## src/inc/rdh_pkg.sv

```systemverilog
// Constants and carrier types of the routine definition handler
`default_nettype none
package rdh_pkg;
  // ****************************************
  // Characters and names
  // ****************************************
  localparam logic [7:0] CH_APOS = 8'h27;
  localparam logic [7:0] CH_DQUOTE = 8'h22;
  localparam logic [7:0] CH_HASH = 8'h23;
  localparam logic [7:0] CH_COMMA = 8'h2C;
  localparam logic [7:0] CH_ZERO = 8'h30;
  localparam logic [7:0] CH_NINE = 8'h39;
  localparam logic [7:0] CH_NULL = 8'h00;
  localparam logic [7:0] CH_NONE = 8'hFF;
  localparam logic [55:0] NAME_SHARED = 56'h474C4F42414C53;
  localparam logic [23:0] NAME_PREFIX = 24'h414C47;
  localparam logic [5:0] SLOT_MAX = 6'h20;
  // ****************************************
  // Memory, error codes, register map
  // ****************************************
  localparam logic [16:0] MEM_WORDS = 17'h0A000;
  localparam logic [15:0] ERR_NONE = 16'h0000;
  localparam logic [15:0] ERR_TOO_BIG = 16'h0C0D;
  localparam logic [15:0] ERR_BAD_NAME = 16'h0C01;
  localparam logic [15:0] ERR_RUNNING = 16'h0C02;
  localparam logic [15:0] ERR_DEFINED = 16'h0C03;
  localparam logic [15:0] ERR_SWAP_SET = 16'h0C04;
  localparam logic [15:0] ERR_NO_TERM = 16'h0C05;
  localparam logic [15:0] ERR_NO_MEM = 16'h0C06;
  localparam logic [15:0] ERR_SYNTAX = 16'h0C07;
  localparam logic [7:0] REG_STATUS = 8'h00;
  localparam logic [7:0] REG_ERROR = 8'h04;
  localparam logic [7:0] REG_IRQ_STAT = 8'h08;
  localparam logic [7:0] REG_IRQ_CLR = 8'h0C;
  localparam logic [7:0] REG_IRQ_EN = 8'h10;
  localparam logic [7:0] REG_FREE = 8'h14;
  localparam logic [7:0] REG_SLOT_SEL = 8'h18;
  localparam logic [7:0] REG_SLOT_INFO = 8'h1C;
  localparam logic [7:0] REG_CHAN_MASK = 8'h20;
  localparam int IRQ_DONE = 0;
  localparam int IRQ_ERR = 1;
  localparam int IRQ_DELAY = 2;
  localparam logic [2:0] IRQ_EN_RST = 3'h0;
  // ****************************************
  // Types
  // ****************************************
  typedef enum logic [3:0] {P_IDLE = 4'h0, P_NAME = 4'h1, P_TYPE = 4'h2, P_QUOTE = 4'h3,
    P_NDIG = 4'h4, P_CNT = 4'h5, P_DATA = 4'h6, P_INDEF = 4'h7, P_COMMIT = 4'h8} rdh_pstate_type;
  typedef struct packed {logic def_start; logic swap_present; logic [15:0] swap_size;
    logic reset; logic arm; logic abort; logic apply;} rdh_cmd_type;
  typedef struct packed {logic valid; logic [7:0] data; logic last;} rdh_byte_type;
  typedef struct packed {logic valid; logic [5:0] slot; logic region; logic keep_vars;} rdh_load_type;
  typedef struct packed {
    rdh_pstate_type ps; logic trig; logic [55:0] name; logic [2:0] nlen; logic [15:0] err;
    logic swp; logic [15:0] swsz; logic [7:0] qch; logic blk; logic [3:0] ndig;
    logic [29:0] cnt; logic [29:0] len; logic [7:0] lastb;
    logic [32:0] defined; logic [32:0] swap_en; logic [32:0] active; logic [32:0] pending;
    logic [32:0][15:0] exec_w; logic [32:0][15:0] swap_w; logic [16:0] free;
    logic [32:0] chan_mask; logic delay_zero; logic [15:0] last_err;
    logic [2:0] irq_stat; logic [2:0] irq_en; logic [5:0] slot_sel;
    logic ack; logic [31:0] rdata; logic in_rdy; logic irq; rdh_load_type load;
  } rdh_state_type;
endpackage
`default_nettype wire

```

## src/rtl/rdh_define_handler.sv

```systemverilog
// Routine definition handler: parser, slot table, trigger state, bus slave
//
// The Wishbone interface to the registers and the placing of the registers are this design's own decisions.
`timescale 1ns/1ps
`default_nettype none
// Functional notes
// - Slot names ALG1..ALG32 or GLOBALS only, compared case-blind.
// - Swap size reserves twice the requested words.
// - Replacements load into the inactive region; apply switches; regions alternate.
// - Code larger than the swap region gives error 3085.
// - Without swap size reserve exact need; no replacement until reset.
// - Definite block: hash, digit 1-9, that many count digits, then bytes.
// - Block payload must end with a counted null, else termination error.
// - Indefinite block runs until message end carried with the final null.
// - Non-swap slot defined only in trigger idle, else running error.
// - Non-swap slot or shared space defined once per reset.
// - Swap slot, never shared space, redefinable while idle or waiting.
// - Swap size on redefinition is rejected: swapping already enabled.
// - Channel list built only before arming, frozen afterwards, no error.
// - Swap after arming keeps existing variable values.
// - Longer swap after arming forces output delay to zero.
// - Abort returns waiting-for-trigger to idle, other settings kept.
module rdh_define_handler (
  // Clock and reset
  input wire logic clock,
  input wire logic rst_n,
  // Wishbone slave
  input wire logic wb_cyc_i,
  input wire logic wb_stb_i,
  input wire logic wb_we_i,
  input wire logic [7:0] wb_adr_i,
  input wire logic [3:0] wb_sel_i,
  input wire logic [31:0] wb_dat_i,
  output logic [31:0] wb_dat_o,
  output logic wb_ack_o,
  // Host commands and payload bytes
  input wire rdh_pkg::rdh_cmd_type cmd_i,
  input wire rdh_pkg::rdh_byte_type byte_i,
  output logic byte_ready_o,
  // Results
  output rdh_pkg::rdh_load_type load_o,
  output logic trig_wait_o,
  output logic [32:0] chan_mask_o,
  output logic delay_zero_o,
  output logic irq_o
);
  // ****************************************
  // Helper functions
  // ****************************************
  function automatic logic is_digit(input logic [7:0] c);
    is_digit = (c >= rdh_pkg::CH_ZERO) && (c <= rdh_pkg::CH_NINE);
  endfunction

  function automatic logic [7:0] to_upper(input logic [7:0] c);
    to_upper = (c >= 8'h61 && c <= 8'h7A) ? c - 8'h20 : c;
  endfunction

  // Returns {ok, slot}; slot 0 is the shared variable space
  function automatic logic [6:0] slot_decode(input logic [55:0] nm, input logic [2:0] ln);
    logic [7:0] tens;
    logic [7:0] ones;
    logic [7:0] v;
    tens = nm[15:8] - rdh_pkg::CH_ZERO;
    ones = nm[7:0] - rdh_pkg::CH_ZERO;
    v = 8'((tens << 3) + (tens << 1) + ones);
    slot_decode = 7'h00;
    if (ln == 3'h7 && nm == rdh_pkg::NAME_SHARED)
      slot_decode = 7'h40;
    else if (ln == 3'h4 && nm[31:8] == rdh_pkg::NAME_PREFIX && is_digit(nm[7:0]) && ones != 8'h00)
      slot_decode = {1'b1, ones[5:0]};
    else if (ln == 3'h5 && nm[39:16] == rdh_pkg::NAME_PREFIX && is_digit(nm[15:8])
             && is_digit(nm[7:0]) && tens != 8'h00 && v <= {2'h0, rdh_pkg::SLOT_MAX})
      slot_decode = {1'b1, v[5:0]};
  endfunction

  function automatic logic [15:0] first_err(input logic [15:0] cur, input logic [15:0] nw);
    first_err = (cur == rdh_pkg::ERR_NONE) ? nw : cur;
  endfunction

  // ****************************************
  // State
  // ****************************************
  rdh_pkg::rdh_state_type st_q;
  rdh_pkg::rdh_state_type st_d;
  logic take;
  logic [7:0] ch;
  logic [7:0] dsub;
  logic [6:0] res;
  logic [5:0] idx;
  logic ok;
  logic sw;
  logic [15:0] e;
  logic [29:0] need;
  logic [2:0] clr;
  logic [2:0] set;
  logic [31:0] rd;
  logic [5:0] ssel;
  logic [16:0] alloc;

  // Next-state logic: bus, commands, parser, commit
  always_comb
  begin
    st_d = st_q;
    clr = 3'h0;
    set = 3'h0;
    rd = 32'h0;
    take = byte_i.valid & st_q.in_rdy;
    ch = to_upper(byte_i.data);
    dsub = byte_i.data - rdh_pkg::CH_ZERO;
    res = slot_decode(st_q.name, st_q.nlen);
    ok = res[6];
    idx = res[5:0];
    sw = ok & st_q.swap_en[idx];
    e = st_q.err;
    need = st_q.swp ? {13'h0, st_q.swsz, 1'b0} : st_q.len;
    ssel = (st_q.slot_sel <= rdh_pkg::SLOT_MAX) ? st_q.slot_sel : 6'h00;
    alloc = st_q.swap_en[ssel] ? {st_q.swap_w[ssel], 1'b0} : {1'b0, st_q.exec_w[ssel]};
    st_d.ack = 1'b0;
    st_d.load.valid = 1'b0;
    // Register reads; unmapped offsets answer zero
    case (wb_adr_i)
      rdh_pkg::REG_STATUS: rd = {28'h0, st_q.delay_zero, st_q.ps != rdh_pkg::P_IDLE, st_q.irq, st_q.trig};
      rdh_pkg::REG_ERROR: rd = {16'h0, st_q.last_err};
      rdh_pkg::REG_IRQ_STAT: rd = {29'h0, st_q.irq_stat};
      rdh_pkg::REG_IRQ_EN: rd = {29'h0, st_q.irq_en};
      rdh_pkg::REG_FREE: rd = {15'h0, st_q.free};
      rdh_pkg::REG_SLOT_SEL: rd = {26'h0, st_q.slot_sel};
      rdh_pkg::REG_SLOT_INFO: rd = (st_q.slot_sel <= rdh_pkg::SLOT_MAX) ? {st_q.defined[ssel],
        st_q.swap_en[ssel], st_q.active[ssel], st_q.pending[ssel], 11'h0, alloc} : 32'h0;
      rdh_pkg::REG_CHAN_MASK: rd = st_q.chan_mask[32:1];
      default: rd = 32'h0;
    endcase
    // One-wait-state answer; writes land on the acking edge's request
    if (wb_cyc_i && wb_stb_i && !st_q.ack)
    begin
      st_d.ack = 1'b1;
      st_d.rdata = wb_we_i ? 32'h0 : rd;
      if (wb_we_i && wb_sel_i[0])
      begin
        case (wb_adr_i)
          rdh_pkg::REG_IRQ_CLR: clr = wb_dat_i[2:0];
          rdh_pkg::REG_IRQ_EN: st_d.irq_en = wb_dat_i[2:0];
          rdh_pkg::REG_SLOT_SEL: st_d.slot_sel = wb_dat_i[5:0];
          default: clr = 3'h0;
        endcase
      end
    end
    // Apply flips every slot with a loaded replacement
    if (cmd_i.apply)
    begin
      for (int i = 0; i <= 32; i++)
      begin
        if (st_q.pending[i])
        begin
          st_d.active[i] = ~st_q.active[i];
          st_d.pending[i] = 1'b0;
        end
      end
    end
    // Abort wins over arm; other trigger settings untouched
    if (cmd_i.abort)
      st_d.trig = 1'b0;
    else if (cmd_i.arm)
      st_d.trig = 1'b1;
    // Payload parser
    case (st_q.ps)
      rdh_pkg::P_IDLE:
      begin
        if (cmd_i.def_start)
        begin
          st_d.ps = rdh_pkg::P_NAME;
          st_d.swp = cmd_i.swap_present;
          st_d.swsz = cmd_i.swap_size;
          st_d.name = 56'h0;
          st_d.nlen = 3'h0;
          st_d.err = rdh_pkg::ERR_NONE;
        end
      end
      rdh_pkg::P_NAME:
      begin
        // Quote marks around the name are skipped
        if (take && byte_i.data == rdh_pkg::CH_COMMA)
          st_d.ps = rdh_pkg::P_TYPE;
        else if (take && byte_i.data != rdh_pkg::CH_APOS && byte_i.data != rdh_pkg::CH_DQUOTE)
        begin
          if (st_q.nlen == 3'h7)
            st_d.err = first_err(st_q.err, rdh_pkg::ERR_BAD_NAME);
          else
          begin
            st_d.name = {st_q.name[47:0], ch};
            st_d.nlen = st_q.nlen + 3'h1;
          end
        end
      end
      rdh_pkg::P_TYPE:
      begin
        st_d.len = 30'h0;
        st_d.lastb = rdh_pkg::CH_NONE;
        if (take && (byte_i.data == rdh_pkg::CH_APOS || byte_i.data == rdh_pkg::CH_DQUOTE))
        begin
          st_d.qch = byte_i.data;
          st_d.blk = 1'b0;
          st_d.ps = rdh_pkg::P_QUOTE;
        end
        else if (take && byte_i.data == rdh_pkg::CH_HASH)
        begin
          st_d.blk = 1'b1;
          st_d.ps = rdh_pkg::P_NDIG;
        end
        else if (take)
        begin
          st_d.err = first_err(st_q.err, rdh_pkg::ERR_SYNTAX);
          st_d.ps = rdh_pkg::P_COMMIT;
        end
      end
      rdh_pkg::P_QUOTE:
      begin
        // A quoted string needs no null terminator
        if (take && byte_i.data == st_q.qch)
          st_d.ps = rdh_pkg::P_COMMIT;
        else if (take)
          st_d.len = st_q.len + 30'h1;
      end
      rdh_pkg::P_NDIG:
      begin
        if (take && byte_i.data == rdh_pkg::CH_ZERO)
          st_d.ps = rdh_pkg::P_INDEF;
        else if (take && is_digit(byte_i.data))
        begin
          st_d.ndig = dsub[3:0];
          st_d.cnt = 30'h0;
          st_d.ps = rdh_pkg::P_CNT;
        end
        else if (take)
        begin
          st_d.err = first_err(st_q.err, rdh_pkg::ERR_SYNTAX);
          st_d.ps = rdh_pkg::P_COMMIT;
        end
      end
      rdh_pkg::P_CNT:
      begin
        if (take && is_digit(byte_i.data))
        begin
          st_d.cnt = 30'({st_q.cnt, 3'h0} + {st_q.cnt, 1'b0} + {25'h0, dsub});
          st_d.ndig = st_q.ndig - 4'h1;
          if (st_q.ndig == 4'h1)
            st_d.ps = (st_d.cnt == 30'h0) ? rdh_pkg::P_COMMIT : rdh_pkg::P_DATA;
        end
        else if (take)
        begin
          st_d.err = first_err(st_q.err, rdh_pkg::ERR_SYNTAX);
          st_d.ps = rdh_pkg::P_COMMIT;
        end
      end
      rdh_pkg::P_DATA:
      begin
        if (take)
        begin
          st_d.len = st_q.len + 30'h1;
          st_d.lastb = byte_i.data;
          st_d.cnt = st_q.cnt - 30'h1;
          if (st_q.cnt == 30'h1)
            st_d.ps = rdh_pkg::P_COMMIT;
        end
      end
      rdh_pkg::P_INDEF:
      begin
        // Everything up to the end marker is taken as code
        if (take)
        begin
          st_d.len = st_q.len + 30'h1;
          st_d.lastb = byte_i.data;
          if (byte_i.last)
            st_d.ps = rdh_pkg::P_COMMIT;
        end
      end
      rdh_pkg::P_COMMIT:
      begin
        st_d.ps = rdh_pkg::P_IDLE;
        if (st_q.blk && st_q.lastb != rdh_pkg::CH_NULL)
          e = first_err(e, rdh_pkg::ERR_NO_TERM);
        if (!ok)
          e = first_err(e, rdh_pkg::ERR_BAD_NAME);
        else if (idx == 6'h00 && st_q.swp)
          e = first_err(e, rdh_pkg::ERR_SYNTAX);
        if (e == rdh_pkg::ERR_NONE)
        begin
          if (!sw && st_q.trig)
            e = rdh_pkg::ERR_RUNNING;
          else if (!sw && st_q.defined[idx])
            e = rdh_pkg::ERR_DEFINED;
          else if (sw && st_q.swp)
            e = rdh_pkg::ERR_SWAP_SET;
          else if (sw && st_q.len > {14'h0, st_q.swap_w[idx]})
            e = rdh_pkg::ERR_TOO_BIG;
          else if (!sw && st_q.swp && st_q.len > {14'h0, st_q.swsz})
            e = rdh_pkg::ERR_TOO_BIG;
          else if (!sw && need > {13'h0, st_q.free})
            e = rdh_pkg::ERR_NO_MEM;
        end
        st_d.last_err = e;
        if (e != rdh_pkg::ERR_NONE)
          set[rdh_pkg::IRQ_ERR] = 1'b1;
        else
        begin
          set[rdh_pkg::IRQ_DONE] = 1'b1;
          st_d.load.valid = 1'b1;
          st_d.load.slot = idx;
          st_d.load.keep_vars = st_q.trig;
          if (sw)
          begin
            st_d.load.region = ~st_d.active[idx];
            st_d.pending[idx] = 1'b1;
            if (st_q.trig && st_q.len > {14'h0, st_q.exec_w[idx]})
            begin
              st_d.delay_zero = 1'b1;
              set[rdh_pkg::IRQ_DELAY] = 1'b1;
            end
            else if (!st_q.trig && st_q.len > {14'h0, st_q.exec_w[idx]})
              st_d.exec_w[idx] = st_q.len[15:0];
          end
          else
          begin
            // Shared space payload holds declarations only; host keeps names apart
            st_d.load.region = 1'b0;
            st_d.defined[idx] = 1'b1;
            st_d.swap_en[idx] = st_q.swp;
            st_d.swap_w[idx] = st_q.swsz;
            st_d.exec_w[idx] = st_q.len[15:0];
            st_d.free = st_q.free - need[16:0];
            st_d.chan_mask[idx] = 1'b1;
            st_d.active[idx] = 1'b0;
            st_d.pending[idx] = 1'b0;
          end
        end
      end
      default: st_d.ps = rdh_pkg::P_IDLE;
    endcase
    // Message ending early closes the definition as a syntax error
    if (take && byte_i.last && st_d.ps != rdh_pkg::P_COMMIT && st_d.ps != rdh_pkg::P_IDLE)
    begin
      st_d.err = first_err(st_d.err, rdh_pkg::ERR_SYNTAX);
      st_d.ps = rdh_pkg::P_COMMIT;
    end
    // Reset command clears every routine and the trigger state
    if (cmd_i.reset)
    begin
      st_d.ps = rdh_pkg::P_IDLE;
      st_d.trig = 1'b0;
      st_d.defined = 33'h0;
      st_d.swap_en = 33'h0;
      st_d.active = 33'h0;
      st_d.pending = 33'h0;
      st_d.chan_mask = 33'h0;
      st_d.exec_w = '0;
      st_d.swap_w = '0;
      st_d.free = rdh_pkg::MEM_WORDS;
      st_d.delay_zero = 1'b0;
      st_d.load.valid = 1'b0;
    end
    // Sticky events: a new event beats a clear in the same cycle
    st_d.irq_stat = (st_q.irq_stat & ~clr) | set;
    st_d.irq = |(st_d.irq_stat & st_d.irq_en);
    st_d.in_rdy = (st_d.ps != rdh_pkg::P_IDLE) && (st_d.ps != rdh_pkg::P_COMMIT);
  end

  // State register
  always_ff @(posedge clock or negedge rst_n)
  begin
    if (!rst_n)
    begin
      st_q <= '0;
      st_q.free <= rdh_pkg::MEM_WORDS;
      st_q.irq_en <= rdh_pkg::IRQ_EN_RST;
    end
    else
      st_q <= st_d;
  end

  // Outputs straight from the state register
  assign wb_dat_o = st_q.rdata;
  assign wb_ack_o = st_q.ack;
  assign byte_ready_o = st_q.in_rdy;
  assign load_o = st_q.load;
  assign trig_wait_o = st_q.trig;
  assign chan_mask_o = st_q.chan_mask;
  assign delay_zero_o = st_q.delay_zero;
  assign irq_o = st_q.irq;

  // ****************************************
  // Assertions
  // ****************************************
  a_ack_pulse:
    assert property (@(posedge clock) disable iff (!rst_n) wb_ack_o |=> !wb_ack_o)
    else $error("ack held longer than one cycle");
  a_ack_answer:
    assert property (@(posedge clock) disable iff (!rst_n) wb_cyc_i && wb_stb_i && !wb_ack_o |=> wb_ack_o)
    else $error("bus request not answered next cycle");
  a_irq_level:
    assert property (@(posedge clock) disable iff (!rst_n) irq_o == |(st_q.irq_stat & st_q.irq_en))
    else $error("interrupt does not follow enabled status");
  a_shared_noswap:
    assert property (@(posedge clock) disable iff (!rst_n) !st_q.swap_en[0])
    else $error("shared space became swap enabled");
  a_armed_load_swap:
    assert property (@(posedge clock) disable iff (!rst_n) load_o.valid && load_o.keep_vars |-> st_q.swap_en[load_o.slot])
    else $error("non-swap slot loaded while armed");
  a_chan_frozen:
    assert property (@(posedge clock) disable iff (!rst_n) st_q.trig && $past(st_q.trig) |-> $stable(chan_mask_o))
    else $error("channel list changed while armed");
  a_abort_idle:
    assert property (@(posedge clock) disable iff (!rst_n) cmd_i.abort |=> !trig_wait_o)
    else $error("abort did not return to idle");
  a_keep_vars:
    assert property (@(posedge clock) disable iff (!rst_n) load_o.valid |-> load_o.keep_vars == $past(st_q.trig))
    else $error("variable keep flag wrong");
  a_fit_swap:
    assert property (@(posedge clock) disable iff (!rst_n) load_o.valid && st_q.swap_en[load_o.slot]
      |-> st_q.len <= {14'h0, st_q.swap_w[load_o.slot]})
    else $error("oversized code accepted");
  a_load_clean:
    assert property (@(posedge clock) disable iff (!rst_n) load_o.valid |-> st_q.last_err == rdh_pkg::ERR_NONE)
    else $error("load issued with an error recorded");
  a_free_bound:
    assert property (@(posedge clock) disable iff (!rst_n) st_q.free <= rdh_pkg::MEM_WORDS)
    else $error("free words above memory size");
endmodule // rdh_define_handler
`default_nettype wire

```

## config.mk

```make
export PLATFORM = sky130hd
export DESIGN_NAME = rdh_define_handler
export DESIGN_NICKNAME = d
export VERILOG_FILES = /design/src/inc/rdh_pkg.sv /design/src/rtl/rdh_define_handler.sv
export SDC_FILE = /design/constraint.sdc
export NUM_CORES = 2
export LEC_CHECK = 0
export ABC_AREA = 0
export BUFFER_PORTS_ARGS = -buffer_cell sky130_fd_sc_hd__buf_2
export CAP_MARGIN = 30
export CORE_MARGIN = 4
export CORE_UTILIZATION = 45
export DETAILED_ROUTE_END_ITERATION = 10
export HOLD_SLACK_MARGIN = 0.02
export PLACE_DENSITY_LB_ADDON = 0.05
export SYNTH_ARGS = -nofsm -noshare
export SYNTH_HDL_FRONTEND = slang
export SYNTH_SLANG_ARGS = --single-unit
```

## constraint.sdc

```tcl
create_clock -name clock -period 7.2 [get_ports clock]
set_input_delay 0 -clock clock [delete_from_list [all_inputs] [get_ports clock]]
set_output_delay 0 -clock clock [all_outputs]
set_load 0.05 [all_outputs]
```

==> metrics.md <==
| Metric | Value |
|---|---|
| Status | `complete, but fails checks` |
| Violated checks | `negative setup slack` |
| Placed instance area | `0.0966 mm^2` |
| Crit. End Element | `register` |
| Synth cell types | `99` |
| Finished Core Util | `55.8%` |
| CP Data Required Time | `7960 ps` |
| Synthesis-to-layout area growth | `22.7%` |
| All-Layer GR Usage | `41.6%` |
| Vias | `80.8k` |
| Detailed-placement wirelength estimate | `295000 um` |
| Total CTS buffers | `174` |
| Critical Path AT | `8480 ps` |
| P_leak | `48.6 nW` |
| DRC | `0` |
| Worst Path Max Fanout | `8` |
| Crit Path Class | `reg -> reg` |
| Max-cap check violation count | `0` |
| Core Area | `0.193 mm^2` |
| Clock-pin slew on the worst setup and hold paths | `60 ps` |
| Die span in y | `450 um` |
| Slew HR | `21.0%` |
| Post-synth top area share | `42.3%` |
| Post-synth EDFFs | `0` |
| Largest net degree at the start of global routing | `177` |
| Routed wl met3 | `52200 um` |
| Layout cells sized above 1 | `22.7%` |
| Drt pass-1 iters | `7` |
| Max IR drop VDD | `0.283 mV` |
| Post-Layout Inst Area | `0.108 mm^2` |
| Mapped Area | `0.0879 mm^2` |
| Max Slew Vio Count | `0` |
| Seq/Total Area, Yosys | `42.4%` |
| Clk root buf | `clkbuf_16` |
| DR vias/cell | `6.71` |
| Startpoint Class | `register` |
| Synth area leader | `dfrtp_1` |
| CTS sink count | `1489` |
| Final setup violation count | `1244` |
| Worst Hold Class | `in -> reg` |
| FMAX | `0.130 GHz` |
| GPL Wtd Cong | `1.01` |
| Tmin final | `7720 ps` |
| Port Buffers | `130` |
| Ys flop type | `dfrtp_1` |
| Async set-reset flop share out of synthesis | `100%` |
| Yosys reg bits | `1489` |
| Gr ovfl total | `0` |
| First-pass GRT wire length | `606000 um` |
| Clock latency reported for the late side of the worst-skew pair | `870 ps` |
| Initial antenna violation count | `46` |
| Starting Density | `45.5%` |
| Top routing layer in use | `met5` |
| H-tree Lvls | `4` |
| FP Rows | `161` |
| Post-synthesis cell count | `8889` |
| Yosys synthesis warning count | `0` |
| Slew @ Worst Pin | `1190 ps` |
| Routed met1 length | `172000 um` |
| Crit path buf inv count | `14` |
| Crit-path most repeated cell | `buf_4` |
| Final WS setup | `-518 ps` |
| Slowest CP cell | `fa_1` |
| Fin crit share | `107%` |
| Clock Tree Buf Depth | `3` |
| 1st-iter DRT viols | `11.3k` |
| Vias in the first global route | `76.8k` |
| Final Skew | `37.5 ps` |
| Syn avg cell area | `9.89 um^2` |
| Area contributors post-synth | `dfrtp_1 42%, mux2i_1 11%, mux4_2 9.2%` |
| Remaining antenna violation count | `0` |
| WL final | `432000 um` |
| Final net count | `9583` |
| RSZ-0062 raised after global routing | `yes` |
| Slowest stage delay, CP | `540 ps` |
| Fill cells | `17.1k` |
| Mapped Nets | `9139` |
| Final hold violations | `0` |
| Ports | `160` |
| Pwr/cell area | `182 mW/mm^2` |
| CTS tree | `built` |
| DIE AREA | `0.203 mm^2` |
| WL/cell | `35.9 um` |
| Chip width | `450 um` |
| Crit-path leading delay family | `buffers and inverters` |
| WL met2 | `179000 um` |
## cell type report
cell class                      count  area [um^2]  share of cell area (%)
Inverter                          260          976                   0.905
Multi-Input combinational cell   6279        48300                    44.8
Timing Repair Buffer             1129        12100                    11.2
Clock buffer                      258         5210                    4.83
Antenna cell                       28         70.1                  0.0650
Sequential cell                  1489        37300                    34.5
Clock inverter                     60          752                   0.697
Tap cell                         2526         3160                    2.93
## layer usage
layer	GRT usage (%)	up-vias
met3	13.2	1120
met2	58.4	5133
met4	22.5	8
met5	0	-
met1	57.1	41428
li1	-	33073
## kinds of logic (layout without fill, tap and decap cells)
logic type               Yosys count  after routing  synth area share (%)
other                              0             28                     0
adder cells (fa/ha/maj)          169            169                  2.51
buffers and inverters           1122           1707                  5.35
flip-flops                      1489           1489                  42.4
AND/OR/NAND/NOR                 2809           2809                  14.6
XOR/XNOR                         117            117                  1.17
AO/OA/AOI/OAI                   1840           1841                  13.6
multiplexers                    1343           1343                  20.4
## flip-flops by register name (all words and copies together), names as in the netlist
register      flops
load_o            9
trig_wait_o       1
chan_mask_o      33
wb_ack_o          1
byte_ready_o      1
irq_o             1
delay_zero_o      1
wb_dat_o         32
st_q           1410
## placed cells by master (no fill, tap or decap), types with 66 or more instances in the layout
master	n
nand2_1	757
nand2b_1	136
mux4_2	359
ha_1	145
nand3_1	360
o21ai_0	349
a21oi_2	84
dfrtp_1	1485
dlygate4sd3_1	88
nor3_1	78
buf_12	207
nand3_2	96
buf_2	128
inv_1	259
nor2_1	930
a22o_1	143
mux2i_1	966
buf_4	590
xor2_1	66
clkbuf_16	185
a221oi_1	109
o22ai_1	76
a21oi_1	505
## power breakdown
part	leakage (nW)	switching, W	total, W	internal (W)
logic	25.0	0.00125	0.00183	0.000579
clock network	2.94	0.00391	0.00938	0.00547
registers	20.7	0.0000591	0.00847	0.00841
## synth_stat cells, types with 16 or more instances
| library cell | n |
|---|---|
| a41oi_1 | 22 |
| nor3_1 | 97 |
| ha_1 | 157 |
| buf_2 | 126 |
| buf_1 | 97 |
| xor2_1 | 68 |
| mux4_2 | 359 |
| a22o_1 | 145 |
| clkbuf_1 | 555 |
| o32ai_1 | 68 |
| nand2b_1 | 138 |
| mux2i_1 | 970 |
| xnor2_1 | 48 |
| nor2b_1 | 47 |
| nor4_1 | 39 |
| a31oi_1 | 25 |
| o2bb2ai_1 | 42 |
| nand3_1 | 456 |
| nand4_1 | 40 |
| a22oi_1 | 21 |
| nand3b_1 | 34 |
| or3_1 | 29 |
| a211oi_1 | 23 |
| a21oi_1 | 591 |
| nor3b_1 | 48 |
| o21ai_0 | 410 |
| dfrtp_1 | 1487 |
| or2_2 | 16 |
| o31ai_1 | 30 |
| a221oi_1 | 124 |
| o211ai_1 | 38 |
| and2_1 | 22 |
| nand2_1 | 801 |
| buf_4 | 78 |
| nor2_1 | 943 |
| o22ai_1 | 82 |
| a21o_1 | 37 |
| o21a_1 | 20 |
| a222oi_1 | 21 |
| and3_1 | 29 |
| inv_1 | 260 |
## stage by stage
step	std cells	power [W]	hold slack [ps]	setup WS [ps]	TNS, ps
floorplan	8889	0.00937	-296	-50.6	-5290
global placement	11451	0.0102	25.3	-1250	-1315130
detailed placement	11457	0.0102	25.9	-1280	-1368930
CTS	11976	0.0197	21.2	-358	-252000
global route	12006	0.0202	72.1	-735	-668850
finish	12029	0.0197	86.5	-518	-389630
## worst reg2reg max path: cells and delay by family, from the launching register on
| kind | cells | cell delay (ps) |
|---|---|---|
| AO/OA/AOI/OAI | 10 | 1900 |
| AND/OR/NAND/NOR | 12 | 1600 |
| buffers and inverters | 14 | 2260 |
| flip-flops | 1 | 400 |
| XOR/XNOR | 1 | 180 |
| adder cells (fa/ha/maj) | 3 | 1290 |
## path summary, 6_finish.rpt
path,endpoint,start,cells after the start,slack [ps]
hold / removal,st_q[1318],byte_i[8],4,90
setup / recovery,st_q[689],st_q[1438],40,-520
setup reg to reg,st_q[689],st_q[1438],40,-520
min in group asynchronous,st_q[119],rst_n,3,400
max in group asynchronous,st_q[440],rst_n,5,5330
hold reg to reg,wb_dat_o[7],wb_dat_o[7],1,470
## repair_timing
item,4_1_cts,5_1_grt
gates cloned,31,5
hold buffers,89,0
gates resized for setup,427,142
pin swaps,166,48
hold endpoints to repair,874,0
setup buffers,91,20
setup endpoints to repair,1256,1254
Note: power is estimated with default switching activity, not from simulation.
